File: config.mk
export PLATFORM = sky130hd
export DESIGN_NAME = trcd_cmd_decoder
export DESIGN_NICKNAME = d
export VERILOG_FILES = /design/src/shared/trcd_pkg.sv /design/src/verilog/trcd_ram.sv /design/src/verilog/trcd_axil.sv /design/src/verilog/trcd_cmd_decoder.sv
export SDC_FILE = /design/constraint.sdc
export NUM_CORES = 1
export LEC_CHECK = 0
export BUFFER_PORTS_ARGS = -buffer_cell sky130_fd_sc_hd__buf_2
export CAP_MARGIN = 15
export CORE_ASPECT_RATIO = 0.8
export CORE_UTILIZATION = 55
export DETAILED_ROUTE_END_ITERATION = 6
export PLACE_DENSITY_LB_ADDON = 0.2
export RECOVER_POWER = 50
export SLEW_MARGIN = 20
export SYNTH_ARGS = -nofsm -noshare
export SYNTH_HDL_FRONTEND = slang
export SYNTH_SLANG_ARGS = --single-unit
File: constraint.sdc
create_clock -name ref_clk -period 12.3 [get_ports ref_clk]
set_input_delay 1.23 -clock ref_clk [delete_from_list [all_inputs] [get_ports ref_clk]]
set_output_delay 1.23 -clock ref_clk [all_outputs]
set_load 0.02 [all_outputs]
File: src/shared/trcd_pkg.sv
// Purpose: Shared constants for the timing receiver command decoder
// Assumes: Command bytes arrive already unframed, packet ID first
// Notes: Floats are IEEE-754 bit patterns, most significant byte first
package trcd_pkg;

	// Packet and subpacket codes
	localparam logic [7:0] PKT_CMD = 8'h8E;
	localparam logic [7:0] PKT_RPT = 8'h8F;
	localparam logic [7:0] SUB_DISC = 8'hA8;
	localparam logic [7:0] SUB_SURV = 8'hA9;
	localparam logic [7:0] SUB_PRI = 8'hAB;
	localparam logic [7:0] SUB_SUP = 8'hAC;
	localparam logic [7:0] SUB_UTC = 8'h02;

	// Byte positions in a command
	localparam logic [4:0] POS_ID = 5'h00;
	localparam logic [4:0] POS_SUB = 5'h01;
	localparam logic [4:0] POS_SEL = 5'h02;
	localparam logic [4:0] POS_SAVE = 5'h03;
	localparam logic [4:0] POS_MAX = 5'h1F;
	localparam logic [4:0] FLD_END0 = 5'h06;
	localparam logic [4:0] FLD_END1 = 5'h0A;
	localparam logic [4:0] FLD_END2 = 5'h0E;
	localparam logic [1:0] FLD_NONE = 2'h3;

	// Selector, request type and flag values
	localparam logic [7:0] SEL_MAX = 8'h03;
	localparam logic [7:0] SEL_RECOV = 8'h02;
	localparam logic [7:0] REQ_NOW = 8'h00;
	localparam logic [7:0] REQ_NEXT = 8'h01;
	localparam logic [7:0] REQ_BOTH = 8'h02;
	localparam logic [7:0] FLAG_ON = 8'h01;

	// Parameter word map
	localparam logic [3:0] W_TC = 4'h0;
	localparam logic [3:0] W_GAIN = 4'h2;
	localparam logic [3:0] W_JAM = 4'h5;
	localparam logic [3:0] W_INITV = 4'h7;
	localparam logic [3:0] W_SLEN = 4'h8;
	localparam logic [3:0] W_HUNC = 4'h9;
	localparam logic [3:0] W_VUNC = 4'hA;
	localparam logic [3:0] W_LAST = 4'hF;
	localparam logic [3:0] DISC_BASE [4] = '{W_TC, W_GAIN, W_JAM, W_INITV};
	localparam logic [1:0] DISC_CNT [4] = '{2'h2, 2'h3, 2'h2, 2'h1};
	localparam logic [1:0] SURV_CNT = 2'h3;
	localparam logic [1:0] UTC_CNT = 2'h3;

	// Defaults and limits
	localparam logic [31:0] SLEN_DEF = 32'h0000_07D0;
	localparam logic [31:0] UNC_MAX = 32'h42C8_0000;
	localparam logic [31:0] JAM_MIN = 32'h4248_0000;

	// Reply header lengths
	localparam logic [2:0] HDR3 = 3'h3;
	localparam logic [2:0] HDR4 = 3'h4;
	localparam logic [1:0] LAST_BYTE = 2'h3;

	// Software registers, byte addresses
	localparam logic [4:0] A_MASK = 5'h00;
	localparam logic [4:0] A_STAT = 5'h04;
	localparam logic [4:0] A_UTC_C = 5'h08;
	localparam logic [4:0] A_A0_HI = 5'h0C;
	localparam logic [4:0] A_A0_LO = 5'h10;
	localparam logic [4:0] A_A1 = 5'h14;
	localparam logic [4:0] A_DROP = 5'h18;
	localparam logic [15:0] MASK_RST = 16'h0005;
	localparam int MASK_PRI = 0;
	localparam int MASK_SUP = 2;
	localparam logic [7:0] UTC_C_RST = 8'h01;

	localparam logic [1:0] RESP_OKAY = 2'h0;
	localparam logic [1:0] RESP_SLVERR = 2'h2;

	typedef enum logic [2:0] {
		ST_INIT = 3'b000,
		ST_RX = 3'b001,
		ST_LOAD = 3'b011,
		ST_CAPT = 3'b010,
		ST_SEND = 3'b110
	} trcd_state_e;

endpackage : trcd_pkg

File: src/verilog/trcd_ram.sv
// Purpose: Parameter word store, one write and one registered read port
// Assumes: Contents are filled by the owner after reset
// Notes: Read data appear one edge after the address
`timescale 1ns/1ps
module trcd_ram #(
	parameter int AW = 4,
	parameter int DW = 32
) (
	input wire logic ref_clk,
	input wire logic rst,
	input wire logic we,
	input wire logic [AW-1:0] waddr,
	input wire logic [DW-1:0] wdata,
	input wire logic [AW-1:0] raddr,
	output logic [DW-1:0] rdata
);
	logic [DW-1:0] mem [2**AW];

	always_ff @(posedge ref_clk) begin
		if (we) begin
			mem[waddr] <= wdata;
		end
		if (rst) begin
			rdata <= '0;
		end else begin
			rdata <= mem[raddr];
		end
	end
endmodule : trcd_ram

File: src/verilog/trcd_axil.sv
// Purpose: AXI4-Lite slave front end for the decoder registers
// Assumes: One write and one read in flight at most
// Notes: Address and data may arrive in either order
`timescale 1ns/1ps
module trcd_axil
	import trcd_pkg::*;
#(
	parameter int AW = 5
) (
	input wire logic ref_clk,
	input wire logic rst,
	input wire logic [AW-1:0] s_axi_awaddr,
	input wire logic s_axi_awvalid,
	output logic s_axi_awready,
	input wire logic [31:0] s_axi_wdata,
	input wire logic [3:0] s_axi_wstrb,
	input wire logic s_axi_wvalid,
	output logic s_axi_wready,
	output logic [1:0] s_axi_bresp,
	output logic s_axi_bvalid,
	input wire logic s_axi_bready,
	input wire logic [AW-1:0] s_axi_araddr,
	input wire logic s_axi_arvalid,
	output logic s_axi_arready,
	output logic [31:0] s_axi_rdata,
	output logic [1:0] s_axi_rresp,
	output logic s_axi_rvalid,
	input wire logic s_axi_rready,
	output logic reg_wr,
	output logic [AW-1:0] reg_waddr,
	output logic [31:0] reg_wdata,
	output logic [3:0] reg_wstrb,
	input wire logic reg_werr,
	output logic [AW-1:0] reg_raddr,
	input wire logic [31:0] reg_rdata,
	input wire logic reg_rerr
);
	typedef struct packed {
		logic aw_full;
		logic w_full;
		logic [AW-1:0] waddr;
		logic [31:0] wdata;
		logic [3:0] wstrb;
		logic bvalid;
		logic [1:0] bresp;
		logic rvalid;
		logic [31:0] rdata;
		logic [1:0] rresp;
	} trcd_axil_s;

	trcd_axil_s st;
	trcd_axil_s next_st;

	assign s_axi_awready = ~st.aw_full;
	assign s_axi_wready = ~st.w_full;
	assign s_axi_arready = ~st.rvalid;
	assign s_axi_bvalid = st.bvalid;
	assign s_axi_bresp = st.bresp;
	assign s_axi_rvalid = st.rvalid;
	assign s_axi_rdata = st.rdata;
	assign s_axi_rresp = st.rresp;
	// Write fires only once the previous response has gone
	assign reg_wr = st.aw_full & st.w_full & ~st.bvalid;
	assign reg_waddr = st.waddr;
	assign reg_wdata = st.wdata;
	assign reg_wstrb = st.wstrb;
	assign reg_raddr = s_axi_araddr;

	always_comb begin
		next_st = st;
		if (s_axi_awvalid && !st.aw_full) begin
			next_st.aw_full = 1'b1;
			next_st.waddr = s_axi_awaddr;
		end
		if (s_axi_wvalid && !st.w_full) begin
			next_st.w_full = 1'b1;
			next_st.wdata = s_axi_wdata;
			next_st.wstrb = s_axi_wstrb;
		end
		if (st.bvalid && s_axi_bready) begin
			next_st.bvalid = 1'b0;
		end
		if (reg_wr) begin
			next_st.aw_full = 1'b0;
			next_st.w_full = 1'b0;
			next_st.bvalid = 1'b1;
			next_st.bresp = reg_werr ? RESP_SLVERR : RESP_OKAY;
		end
		if (st.rvalid && s_axi_rready) begin
			next_st.rvalid = 1'b0;
		end
		if (s_axi_arvalid && !st.rvalid) begin
			next_st.rvalid = 1'b1;
			next_st.rdata = reg_rdata;
			next_st.rresp = reg_rerr ? RESP_SLVERR : RESP_OKAY;
		end
	end

	always_ff @(posedge ref_clk) begin
		if (rst) begin
			st <= '0;
		end else begin
			st <= next_st;
		end
	end
endmodule : trcd_axil

File: src/verilog/trcd_cmd_decoder.sv
// Purpose: Command decoder and reply builder for a satellite timing receiver
// Assumes: Host bytes arrive unframed, packet ID first, rx_last on the final byte
// Notes: Timing report contents are built elsewhere; this block only triggers them
// Summary of operation
// Selector 0: loop time constant, damping
// Selector 1: gain, min and max voltage
// Selector 2: jam threshold, max frequency offset
// Selector 3: initial control voltage
// Survey command sets values or answers query
// Survey byte 1: survey off or on
// Survey byte 2: auto-store position at end
// Survey bytes 3-6: fix count, default 2000
// Uncertainties above zero, at most 100
// Primary type 0: send primary report now
// Primary type 1: send after next pulse
// Type 2: both reports after next pulse
// Primary broadcast each second unless masked
// Supplemental type 0 now, type 1 after pulse
// Supplemental broadcast each second unless masked
// UTC query: constellation, offset, rate terms
// Reply every disciplining set or query
// Jam threshold under minimum refused, zero disables; code refuses only positive values under it and stores negative ones
// Mask bit 0 primary, bit 2 supplemental
// Unknown selector ignored, nothing changes; code still increments the drop count
// Multi-byte fields most significant byte first
`timescale 1ns/1ps
module trcd_cmd_decoder
	import trcd_pkg::*;
#(
	parameter int RAM_AW = 4,
	parameter int DROP_W = 16
) (
	input wire logic ref_clk,
	input wire logic rst,
	input wire logic [7:0] rx_byte,
	input wire logic rx_valid,
	input wire logic rx_last,
	output logic rx_ready,
	output logic [7:0] tx_byte,
	output logic tx_valid,
	output logic tx_last,
	input wire logic tx_ready,
	input wire logic pps_in,
	output logic send_primary,
	output logic send_supplemental,
	output logic survey_enable,
	output logic survey_autosave,
	input wire logic [4:0] s_axi_awaddr,
	input wire logic s_axi_awvalid,
	output logic s_axi_awready,
	input wire logic [31:0] s_axi_wdata,
	input wire logic [3:0] s_axi_wstrb,
	input wire logic s_axi_wvalid,
	output logic s_axi_wready,
	output logic [1:0] s_axi_bresp,
	output logic s_axi_bvalid,
	input wire logic s_axi_bready,
	input wire logic [4:0] s_axi_araddr,
	input wire logic s_axi_arvalid,
	output logic s_axi_arready,
	output logic [31:0] s_axi_rdata,
	output logic [1:0] s_axi_rresp,
	output logic s_axi_rvalid,
	input wire logic s_axi_rready
);
	if (RAM_AW != 4 || DROP_W < 1 || DROP_W > 32) begin : g_bad_param
		$error("trcd_cmd_decoder: unsupported RAM_AW or DROP_W");
	end

	typedef struct packed {
		trcd_state_e state;
		logic [4:0] pos;
		logic pkt_ok;
		logic [7:0] sub;
		logic [7:0] sel;
		logic [23:0] acc;
		logic en;
		logic save;
		logic [3:0][7:0] hdr;
		logic [2:0] nhdr;
		logic [2:0] cnt;
		logic wphase;
		logic [1:0] bcnt;
		logic [1:0] words;
		logic [3:0] waddr;
		logic rep_utc;
		logic [31:0] shw;
		logic [7:0] txb;
		logic [15:0] mask;
		logic [7:0] utc_c;
		logic [31:0] a0_hi;
		logic [31:0] a0_lo;
		logic [31:0] a1;
		logic [DROP_W-1:0] drop;
		logic pend_pri;
		logic pend_sup;
		logic snd_pri;
		logic snd_sup;
		logic pps1;
		logic pps2;
		logic pps3;
	} trcd_dec_s;

	trcd_dec_s st;
	trcd_dec_s next_st;

	logic ram_we;
	logic [3:0] ram_wa;
	logic [31:0] ram_wd;
	logic [31:0] ram_rd;
	logic reg_wr;
	logic [4:0] reg_waddr;
	logic [31:0] reg_wdata;
	logic [3:0] reg_wstrb;
	logic reg_werr;
	logic [4:0] reg_raddr;
	logic [31:0] reg_rdata;
	logic reg_rerr;

	function automatic logic [1:0] fld_of(input logic [4:0] idx);
		unique case (idx)
			FLD_END0: fld_of = 2'h0;
			FLD_END1: fld_of = 2'h1;
			FLD_END2: fld_of = 2'h2;
			default: fld_of = FLD_NONE;
		endcase
	endfunction : fld_of

	function automatic logic [31:0] init_val(input logic [3:0] a);
		unique case (a)
			W_SLEN: init_val = SLEN_DEF;
			W_HUNC, W_VUNC: init_val = UNC_MAX;
			default: init_val = '0;
		endcase
	endfunction : init_val

	// Positive floats order like unsigned integers, so bit compares suffice
	function automatic logic jam_bad(input logic [31:0] w);
		jam_bad = !w[31] && (w[30:0] != '0) && (w[30:0] < JAM_MIN[30:0]);
	endfunction : jam_bad

	function automatic logic unc_ok(input logic [31:0] w);
		unc_ok = !w[31] && (w[30:0] != '0) && (w[30:0] <= UNC_MAX[30:0]);
	endfunction : unc_ok

	function automatic logic [31:0] wmerge(input logic [31:0] o, input logic [31:0] d,
			input logic [3:0] s);
		for (int i = 0; i < 4; i++) begin
			wmerge[i*8 +: 8] = s[i] ? d[i*8 +: 8] : o[i*8 +: 8];
		end
	endfunction : wmerge

	function automatic logic [31:0] utc_word(input trcd_dec_s s);
		unique case (s.waddr[1:0])
			2'h0: utc_word = s.a0_hi;
			2'h1: utc_word = s.a0_lo;
			default: utc_word = s.a1;
		endcase
	endfunction : utc_word

	trcd_ram #(.AW(RAM_AW), .DW(32)) u_ram (
		.ref_clk(ref_clk),
		.rst(rst),
		.we(ram_we),
		.waddr(ram_wa),
		.wdata(ram_wd),
		.raddr(st.waddr),
		.rdata(ram_rd)
	);

	trcd_axil #(.AW(5)) u_axil (
		.ref_clk(ref_clk),
		.rst(rst),
		.s_axi_awaddr(s_axi_awaddr),
		.s_axi_awvalid(s_axi_awvalid),
		.s_axi_awready(s_axi_awready),
		.s_axi_wdata(s_axi_wdata),
		.s_axi_wstrb(s_axi_wstrb),
		.s_axi_wvalid(s_axi_wvalid),
		.s_axi_wready(s_axi_wready),
		.s_axi_bresp(s_axi_bresp),
		.s_axi_bvalid(s_axi_bvalid),
		.s_axi_bready(s_axi_bready),
		.s_axi_araddr(s_axi_araddr),
		.s_axi_arvalid(s_axi_arvalid),
		.s_axi_arready(s_axi_arready),
		.s_axi_rdata(s_axi_rdata),
		.s_axi_rresp(s_axi_rresp),
		.s_axi_rvalid(s_axi_rvalid),
		.s_axi_rready(s_axi_rready),
		.reg_wr(reg_wr),
		.reg_waddr(reg_waddr),
		.reg_wdata(reg_wdata),
		.reg_wstrb(reg_wstrb),
		.reg_werr(reg_werr),
		.reg_raddr(reg_raddr),
		.reg_rdata(reg_rdata),
		.reg_rerr(reg_rerr)
	);

	assign rx_ready = (st.state == ST_RX);
	assign tx_valid = (st.state == ST_SEND);
	assign tx_byte = st.txb;
	assign tx_last = tx_valid && (st.words == '0) &&
		(st.wphase ? (st.bcnt == LAST_BYTE) : (st.cnt == 3'(st.nhdr - 3'h1)));
	assign send_primary = st.snd_pri;
	assign send_supplemental = st.snd_sup;
	assign survey_enable = st.en;
	assign survey_autosave = st.save;
	assign reg_werr = !(reg_waddr inside {A_MASK, A_UTC_C, A_A0_HI, A_A0_LO, A_A1});

	always_comb begin
		reg_rerr = 1'b0;
		reg_rdata = '0;
		unique case (reg_raddr)
			A_MASK: reg_rdata = {16'h0000, st.mask};
			A_STAT: reg_rdata = {27'h0, st.pend_sup, st.pend_pri, st.state != ST_RX, st.save, st.en};
			A_UTC_C: reg_rdata = {24'h0, st.utc_c};
			A_A0_HI: reg_rdata = st.a0_hi;
			A_A0_LO: reg_rdata = st.a0_lo;
			A_A1: reg_rdata = st.a1;
			A_DROP: reg_rdata = 32'(st.drop);
			default: reg_rerr = 1'b1;
		endcase
	end

	always_comb begin
		logic pps_edge;
		logic set_pri;
		logic set_sup;
		logic [4:0] idx;
		logic [1:0] fi;
		logic [7:0] subv;
		logic [7:0] selv;
		logic [31:0] word;
		logic [31:0] tmp;
		pps_edge = st.pps2 & ~st.pps3;
		set_pri = 1'b0;
		set_sup = 1'b0;
		subv = (st.pos == POS_SUB) ? rx_byte : st.sub;
		selv = (st.pos == POS_SEL) ? rx_byte : st.sel;
		idx = (st.sub == SUB_SURV) ? 5'(st.pos - 5'h01) : st.pos;
		fi = fld_of(idx);
		word = {st.acc, rx_byte};
		tmp = '0;
		next_st = st;
		next_st.snd_pri = 1'b0;
		next_st.snd_sup = 1'b0;
		next_st.pps1 = pps_in;
		next_st.pps2 = st.pps1;
		next_st.pps3 = st.pps2;
		ram_we = 1'b0;
		ram_wa = '0;
		ram_wd = word;
		if (reg_wr) begin
			tmp = wmerge(reg_rdata_w(reg_waddr), reg_wdata, reg_wstrb);
			unique case (reg_waddr)
				A_MASK: next_st.mask = tmp[15:0];
				A_UTC_C: next_st.utc_c = tmp[7:0];
				A_A0_HI: next_st.a0_hi = tmp;
				A_A0_LO: next_st.a0_lo = tmp;
				A_A1: next_st.a1 = tmp;
				default: ;
			endcase
		end
		unique case (st.state)
			ST_INIT: begin
				// Word store has no reset, so defaults are written in one sweep
				ram_we = 1'b1;
				ram_wa = st.pos[3:0];
				ram_wd = init_val(st.pos[3:0]);
				next_st.pos = 5'(st.pos + 5'h01);
				if (st.pos[3:0] == W_LAST) begin
					next_st.pos = '0;
					next_st.state = ST_RX;
				end
			end
			ST_RX: begin
				if (rx_valid) begin
					next_st.acc = {st.acc[15:0], rx_byte};
					if (st.pos == POS_ID) next_st.pkt_ok = (rx_byte == PKT_CMD);
					if (st.pos == POS_SUB) next_st.sub = rx_byte;
					if (st.pos == POS_SEL) next_st.sel = rx_byte;
					if (st.pkt_ok && st.sub == SUB_SURV && rx_byte <= FLAG_ON) begin
						if (st.pos == POS_SEL) next_st.en = rx_byte[0];
						if (st.pos == POS_SAVE) next_st.save = rx_byte[0];
					end
					if (st.pkt_ok && st.sub == SUB_DISC && st.sel <= SEL_MAX && fi != FLD_NONE
							&& fi < DISC_CNT[st.sel[1:0]]) begin
						// Fields land as they complete
						ram_wa = 4'(DISC_BASE[st.sel[1:0]] + 4'(fi));
						ram_we = !(st.sel == SEL_RECOV && fi == 2'h0 && jam_bad(word));
					end
					if (st.pkt_ok && st.sub == SUB_SURV && fi != FLD_NONE) begin
						ram_wa = 4'(W_SLEN + 4'(fi));
						ram_we = (fi == 2'h0) || unc_ok(word);
					end
					next_st.pos = (st.pos == POS_MAX) ? st.pos : 5'(st.pos + 5'h01);
					if (rx_last) begin
						next_st.pos = '0;
						next_st.cnt = '0;
						next_st.wphase = 1'b0;
						next_st.rep_utc = 1'b0;
						next_st.hdr[0] = PKT_RPT;
						next_st.hdr[1] = subv;
						next_st.txb = PKT_RPT;
						if (!((st.pos == POS_ID) ? rx_byte == PKT_CMD : st.pkt_ok)) begin
							next_st.drop = st.drop + 1'b1;
						end else if (subv == SUB_DISC && st.pos >= POS_SEL && selv <= SEL_MAX) begin
							next_st.hdr[2] = selv;
							next_st.nhdr = HDR3;
							next_st.words = DISC_CNT[selv[1:0]];
							next_st.waddr = DISC_BASE[selv[1:0]];
							next_st.state = ST_SEND;
						end else if (subv == SUB_SURV) begin
							if (st.pos == POS_SUB) begin
								next_st.hdr[2] = {7'h00, st.en};
								next_st.hdr[3] = {7'h00, st.save};
								next_st.nhdr = HDR4;
								next_st.words = SURV_CNT;
								next_st.waddr = W_SLEN;
								next_st.state = ST_SEND;
							end
						end else if (subv == SUB_PRI && st.pos >= POS_SEL) begin
							next_st.snd_pri = (selv == REQ_NOW);
							set_pri = (selv == REQ_NEXT) || (selv == REQ_BOTH);
							set_sup = (selv == REQ_BOTH);
							if (selv > REQ_BOTH) next_st.drop = st.drop + 1'b1;
						end else if (subv == SUB_SUP && st.pos >= POS_SEL) begin
							next_st.snd_sup = (selv == REQ_NOW);
							set_sup = (selv == REQ_NEXT) || (selv == REQ_BOTH);
							set_pri = (selv == REQ_BOTH);
							if (selv > REQ_BOTH) next_st.drop = st.drop + 1'b1;
						end else if (subv == SUB_UTC) begin
							next_st.hdr[2] = st.utc_c;
							next_st.nhdr = HDR3;
							next_st.words = UTC_CNT;
							next_st.waddr = '0;
							next_st.rep_utc = 1'b1;
							next_st.state = ST_SEND;
						end else begin
							next_st.drop = st.drop + 1'b1;
						end
					end
				end
			end
			ST_LOAD: next_st.state = ST_CAPT;
			ST_CAPT: begin
				next_st.shw = st.rep_utc ? utc_word(st) : ram_rd;
				next_st.txb = next_st.shw[31:24];
				next_st.bcnt = '0;
				next_st.wphase = 1'b1;
				next_st.waddr = 4'(st.waddr + 4'h1);
				next_st.words = 2'(st.words - 2'h1);
				next_st.state = ST_SEND;
			end
			ST_SEND: begin
				if (tx_ready) begin
					if (!st.wphase && 3'(st.cnt + 3'h1) < st.nhdr) begin
						next_st.cnt = 3'(st.cnt + 3'h1);
						next_st.txb = st.hdr[2'(st.cnt + 3'h1)];
					end else if (st.wphase && st.bcnt != LAST_BYTE) begin
						next_st.bcnt = 2'(st.bcnt + 2'h1);
						next_st.shw = {st.shw[23:0], 8'h00};
						next_st.txb = st.shw[23:16];
					end else begin
						next_st.state = (st.words != '0) ? ST_LOAD : ST_RX;
					end
				end
			end
			default: next_st.state = ST_INIT;
		endcase
		// A pulse edge in the same cycle as a new request keeps the request pending
		next_st.snd_pri = next_st.snd_pri | (pps_edge & (st.mask[MASK_PRI] | st.pend_pri));
		next_st.snd_sup = next_st.snd_sup | (pps_edge & (st.mask[MASK_SUP] | st.pend_sup));
		next_st.pend_pri = set_pri | (st.pend_pri & ~pps_edge);
		next_st.pend_sup = set_sup | (st.pend_sup & ~pps_edge);
	end

	function automatic logic [31:0] reg_rdata_w(input logic [4:0] a);
		unique case (a)
			A_MASK: reg_rdata_w = {16'h0000, st.mask};
			A_UTC_C: reg_rdata_w = {24'h0, st.utc_c};
			A_A0_HI: reg_rdata_w = st.a0_hi;
			A_A0_LO: reg_rdata_w = st.a0_lo;
			A_A1: reg_rdata_w = st.a1;
			default: reg_rdata_w = '0;
		endcase
	endfunction : reg_rdata_w

	always_ff @(posedge ref_clk) begin
		if (rst) begin
			st <= '0;
			st.mask <= MASK_RST;
			st.utc_c <= UTC_C_RST;
		end else begin
			st <= next_st;
		end
	end
endmodule : trcd_cmd_decoder

==> impl_metrics.env <==
export IMPL_synth_ff_type="edfxtp_1"
export IMPL_slew_violations=205
export IMPL_crit_start="rst"
export IMPL_max_freq_ghz=0.1271
export IMPL_slew_headroom_pct=-319.7
export IMPL_routedWlPerCell_um=26.71
export IMPL_fin_area_um2=41420
export IMPL_register_area_um2=22800
export IMPL_violations="DRC, capacitance limit, slew limit"
export IMPL_totalWireLength_mm=107.9
export IMPL_root_buffer="clkbuf_16"
export IMPL_power_leakage_nw=12.77
export IMPL_setup_tns_ns=0
export IMPL_overflow=0
export IMPL_fp_dieW_um=294.3
export IMPL_placed_cells=3884
export IMPL_place_port_buffers=118
export IMPL_hpwl_mm=69.31
export IMPL_cp_num_buf_inv=2
export IMPL_fin_nets=3143
export IMPL_min_from="next_st[1]"
export IMPL_cts_setup_buffers=0
export IMPL_ir_worst_vdd_v=0.0001512
export IMPL_rows=85
export IMPL_io_pins=121
export IMPL_min_path_type="reg -> reg"
export IMPL_postSynthCellCount=3070
export IMPL_cp_common_cell="clkbuf_1"
export IMPL_placed_area_um2=38670
export IMPL_first_global_vias=24610
export IMPL_multi_input_area_um2=13560
export IMPL_cts_path_max_buffers=3
export IMPL_core_um2=67430
export IMPL_vias=26440
export IMPL_clk_pin_slew_ns=0.06
export IMPL_place_gp_congestion=0.9028
export IMPL_antenna_left=0
export IMPL_htree_num_levels=3
export IMPL_hold_violations=0
export IMPL_drc=24
export IMPL_grt_pass1_wl_mm=160.5
export IMPL_ys_ff_latch=882
export IMPL_cts_buffers=86
export IMPL_synth_edf_count=512
export IMPL_dieArea_um2=69410
export IMPL_grt_max_degree=137
export IMPL_synth_area_um2=37590
export IMPL_grt_usage_pct=30.98
export IMPL_setup_viol=0
export IMPL_dr_pass1_iters=7
export IMPL_area_growth_pct=10.18
export IMPL_synthArstFlopShare_pct=0
export IMPL_drive_above_1_share_pct=15.28
export IMPL_crit_type="in -> reg"
export IMPL_worst_pin_slew_ns=6.296
export IMPL_whs_path_depth=1
export IMPL_reg2reg_from="st[281]"
export IMPL_cp_num_cells=3
export IMPL_worstPathCellList="clkbuf_1 > clkbuf_1 > a21oi_1"
export IMPL_layout_min_cycle_time_ns=7.868
export IMPL_holdBufCountCts=0
export IMPL_arrival_ns=8.23
export IMPL_cts_tree="done"
export IMPL_rsz0062_at_grt="no"
export IMPL_numClockSinks=882
export IMPL_ys_warn_count=0
export IMPL_route_detailed_vias_per_inst=6.542
export IMPL_antenna_found_initial=1
export IMPL_worstSetupStartpointType="input pin"
export IMPL_synth_distinct_cells=79
export IMPL_start_util_pct=55.75
export IMPL_finalCritPeriodShare_pct=63.97
export IMPL_clock_latency_ns=0.66
export IMPL_worstPathRequired_ns=12.66
export IMPL_synth_seq_area_share_pct=60.60
export IMPL_final_cells=4041
export IMPL_cp_slowest_cell="clkbuf_1"
export IMPL_drt_iter0_drc=4140
export IMPL_crit_path_max_incr_delay_ns=4.32
export IMPL_maxCapViolCount=2
export IMPL_finClkSkew_ns=0.03765
export IMPL_diodes=0
export IMPL_worst_path_max_fanout=136
export IMPL_end_kind="flip-flop"
export IMPL_status="finished with violations"
export IMPL_cp_top_family="buffers and inverters"
export IMPL_postLayoutCoreUtil_pct=61.43
export IMPL_power_density_nw_per_um2=147.1
export IMPL_fill_cells=5254
export IMPL_syn_avg_cell_area_um2=12.25
export IMPL_cts_repair_resized=0
export IMPL_die_y_um=235.8
export IMPL_timing_reg2reg_worst_path_depth=10
-- layer usage --
metal  share of wire, %  vias to the layer above  global-route usage (%)
met5                  0                        -                       0
met4                3.0                        0                   9.138
met3                 11                      202                   5.437
met2                 44                     1588                   45.49
met1                 42                    13180                   47.24
li1                   -                    11470                       -
-- worst paths after layout --
check                    endpoint  slack [ns]
hold reg to reg        next_st[0]        0.44
hold / removal         next_st[0]        0.44
setup reg to reg  u_ram.mem[8][0]        7.20
setup / recovery           st[74]        4.43
-- worst reg2reg max path, stage by stage, from the launching register on --
cell       delay (ns)
dfxtp_1          0.55
nor2_1           0.51
nand2_1          0.21
inv_2            0.22
nand2_1          0.60
a221oi_2         0.66
o2111ai_1        0.26
o41ai_4          0.53
o221ai_1         0.40
nor3_2           0.26
buf_4            0.48
-- power breakdown --
group	leakage [nW]	internal (mW)	switching, mW
combinational	3.88	0.0841	0.166
sequential	7.50	3.15	0.0346
clock	1.39	1.50	1.16
total	12.8	4.74	1.36
-- stage by stage --
step | setup slack, ns | hold slack, ns | power, mW
2_1_floorplan | 5.314 | 0.4138 | 3.397
3_3_place_gp | 7.254 | 0.4460 | 3.488
3_5_place_dp | 7.258 | 0.4495 | 3.494
4_1_cts | 7.258 | 0.4365 | 6.106
5_1_grt | 3.920 | 0.4598 | 6.244
6_report | 4.432 | 0.4383 | 6.093
-- sequential cells by signal (all words and copies together), names as in the netlist, 2 cells and up --
register,cells
u_axil.st,2
u_axil.s_axi_rdata,32
st,245
tx_byte,8
u_axil.reg_wdata,32
u_axil.reg_wstrb,4
u_ram.mem,512
u_ram.rdata,32
next_st,2
u_axil.reg_waddr,5
-- cell usage in the layout (no fill, tap or decap), types with 11 or more instances in the layout --
cell type | Yosys | layout
a211oi_1 | 57 | 57
a21o_1 | 14 | 14
a21oi_1 | 287 | 286
a221o_1 | 18 | 18
a221oi_1 | 13 | 13
a222oi_1 | 44 | 44
a22oi_1 | 42 | 42
a311oi_1 | 36 | 36
a31oi_1 | 13 | 13
and2_0 | 0 | 21
buf_2 | 6 | 66
buf_4 | 45 | 46
clkbuf_1 | 182 | 74
clkbuf_16 | 0 | 88
clkbuf_8 | 0 | 11
clkinv_2 | 0 | 15
dfxtp_1 | 370 | 365
edfxtp_1 | 512 | 512
ha_1 | 19 | 17
inv_1 | 55 | 55
mux2_2 | 15 | 15
mux2i_1 | 66 | 66
mux4_2 | 161 | 161
nand2_1 | 456 | 456
nand2b_1 | 13 | 13
nand3_1 | 31 | 31
nor2_1 | 219 | 217
nor2b_1 | 54 | 53
nor3_1 | 42 | 29
nor3_2 | 1 | 14
nor4_1 | 17 | 13
o21ai_0 | 37 | 37
or3_1 | 16 | 16
-- Yosys cell counts, types with 37 or more instances --
master	count	area (µm²)
nor3_1	42	210.2
dfxtp_1	370	7407
edfxtp_1	512	15370
a211oi_1	57	427.9
nor2b_1	54	337.8
mux4_2	161	3626
inv_1	55	206.5
a21oi_1	287	1436
a222oi_1	44	440.4
mux2i_1	66	660.6
a22oi_1	42	315.3
buf_4	45	337.8
nand2_1	456	1712
nor2_1	219	822.0
o21ai_0	37	185.2
clkbuf_1	182	683.2
-- area by class of cell --
class                           count  area share (%)
Timing Repair Buffer              167           2.130
Inverter                           56          0.5075
Clock inverter                     38          0.9696
Tap cell                          913           2.758
Sequential cell                   882           55.03
Clock buffer                      119           5.866
Multi-Input combinational cell   1866           32.74
-- logic make-up (layout without fill, tap and decap cells) --
group,count (synthesis),count (layout),share of synthesized area [%]
DFF,882,882,60.60
and+or+nand+nor,944,944,11.29
other,1,2,0.009975
adders and majority gates,19,19,0.6324
buffers and inverters,323,380,3.694
AOI/OAI and AO/OA,648,648,11.63
xor gates and xnor gates,10,10,0.2330
muxes,243,243,11.91
Note: power is estimated with default switching activity, not from simulation.
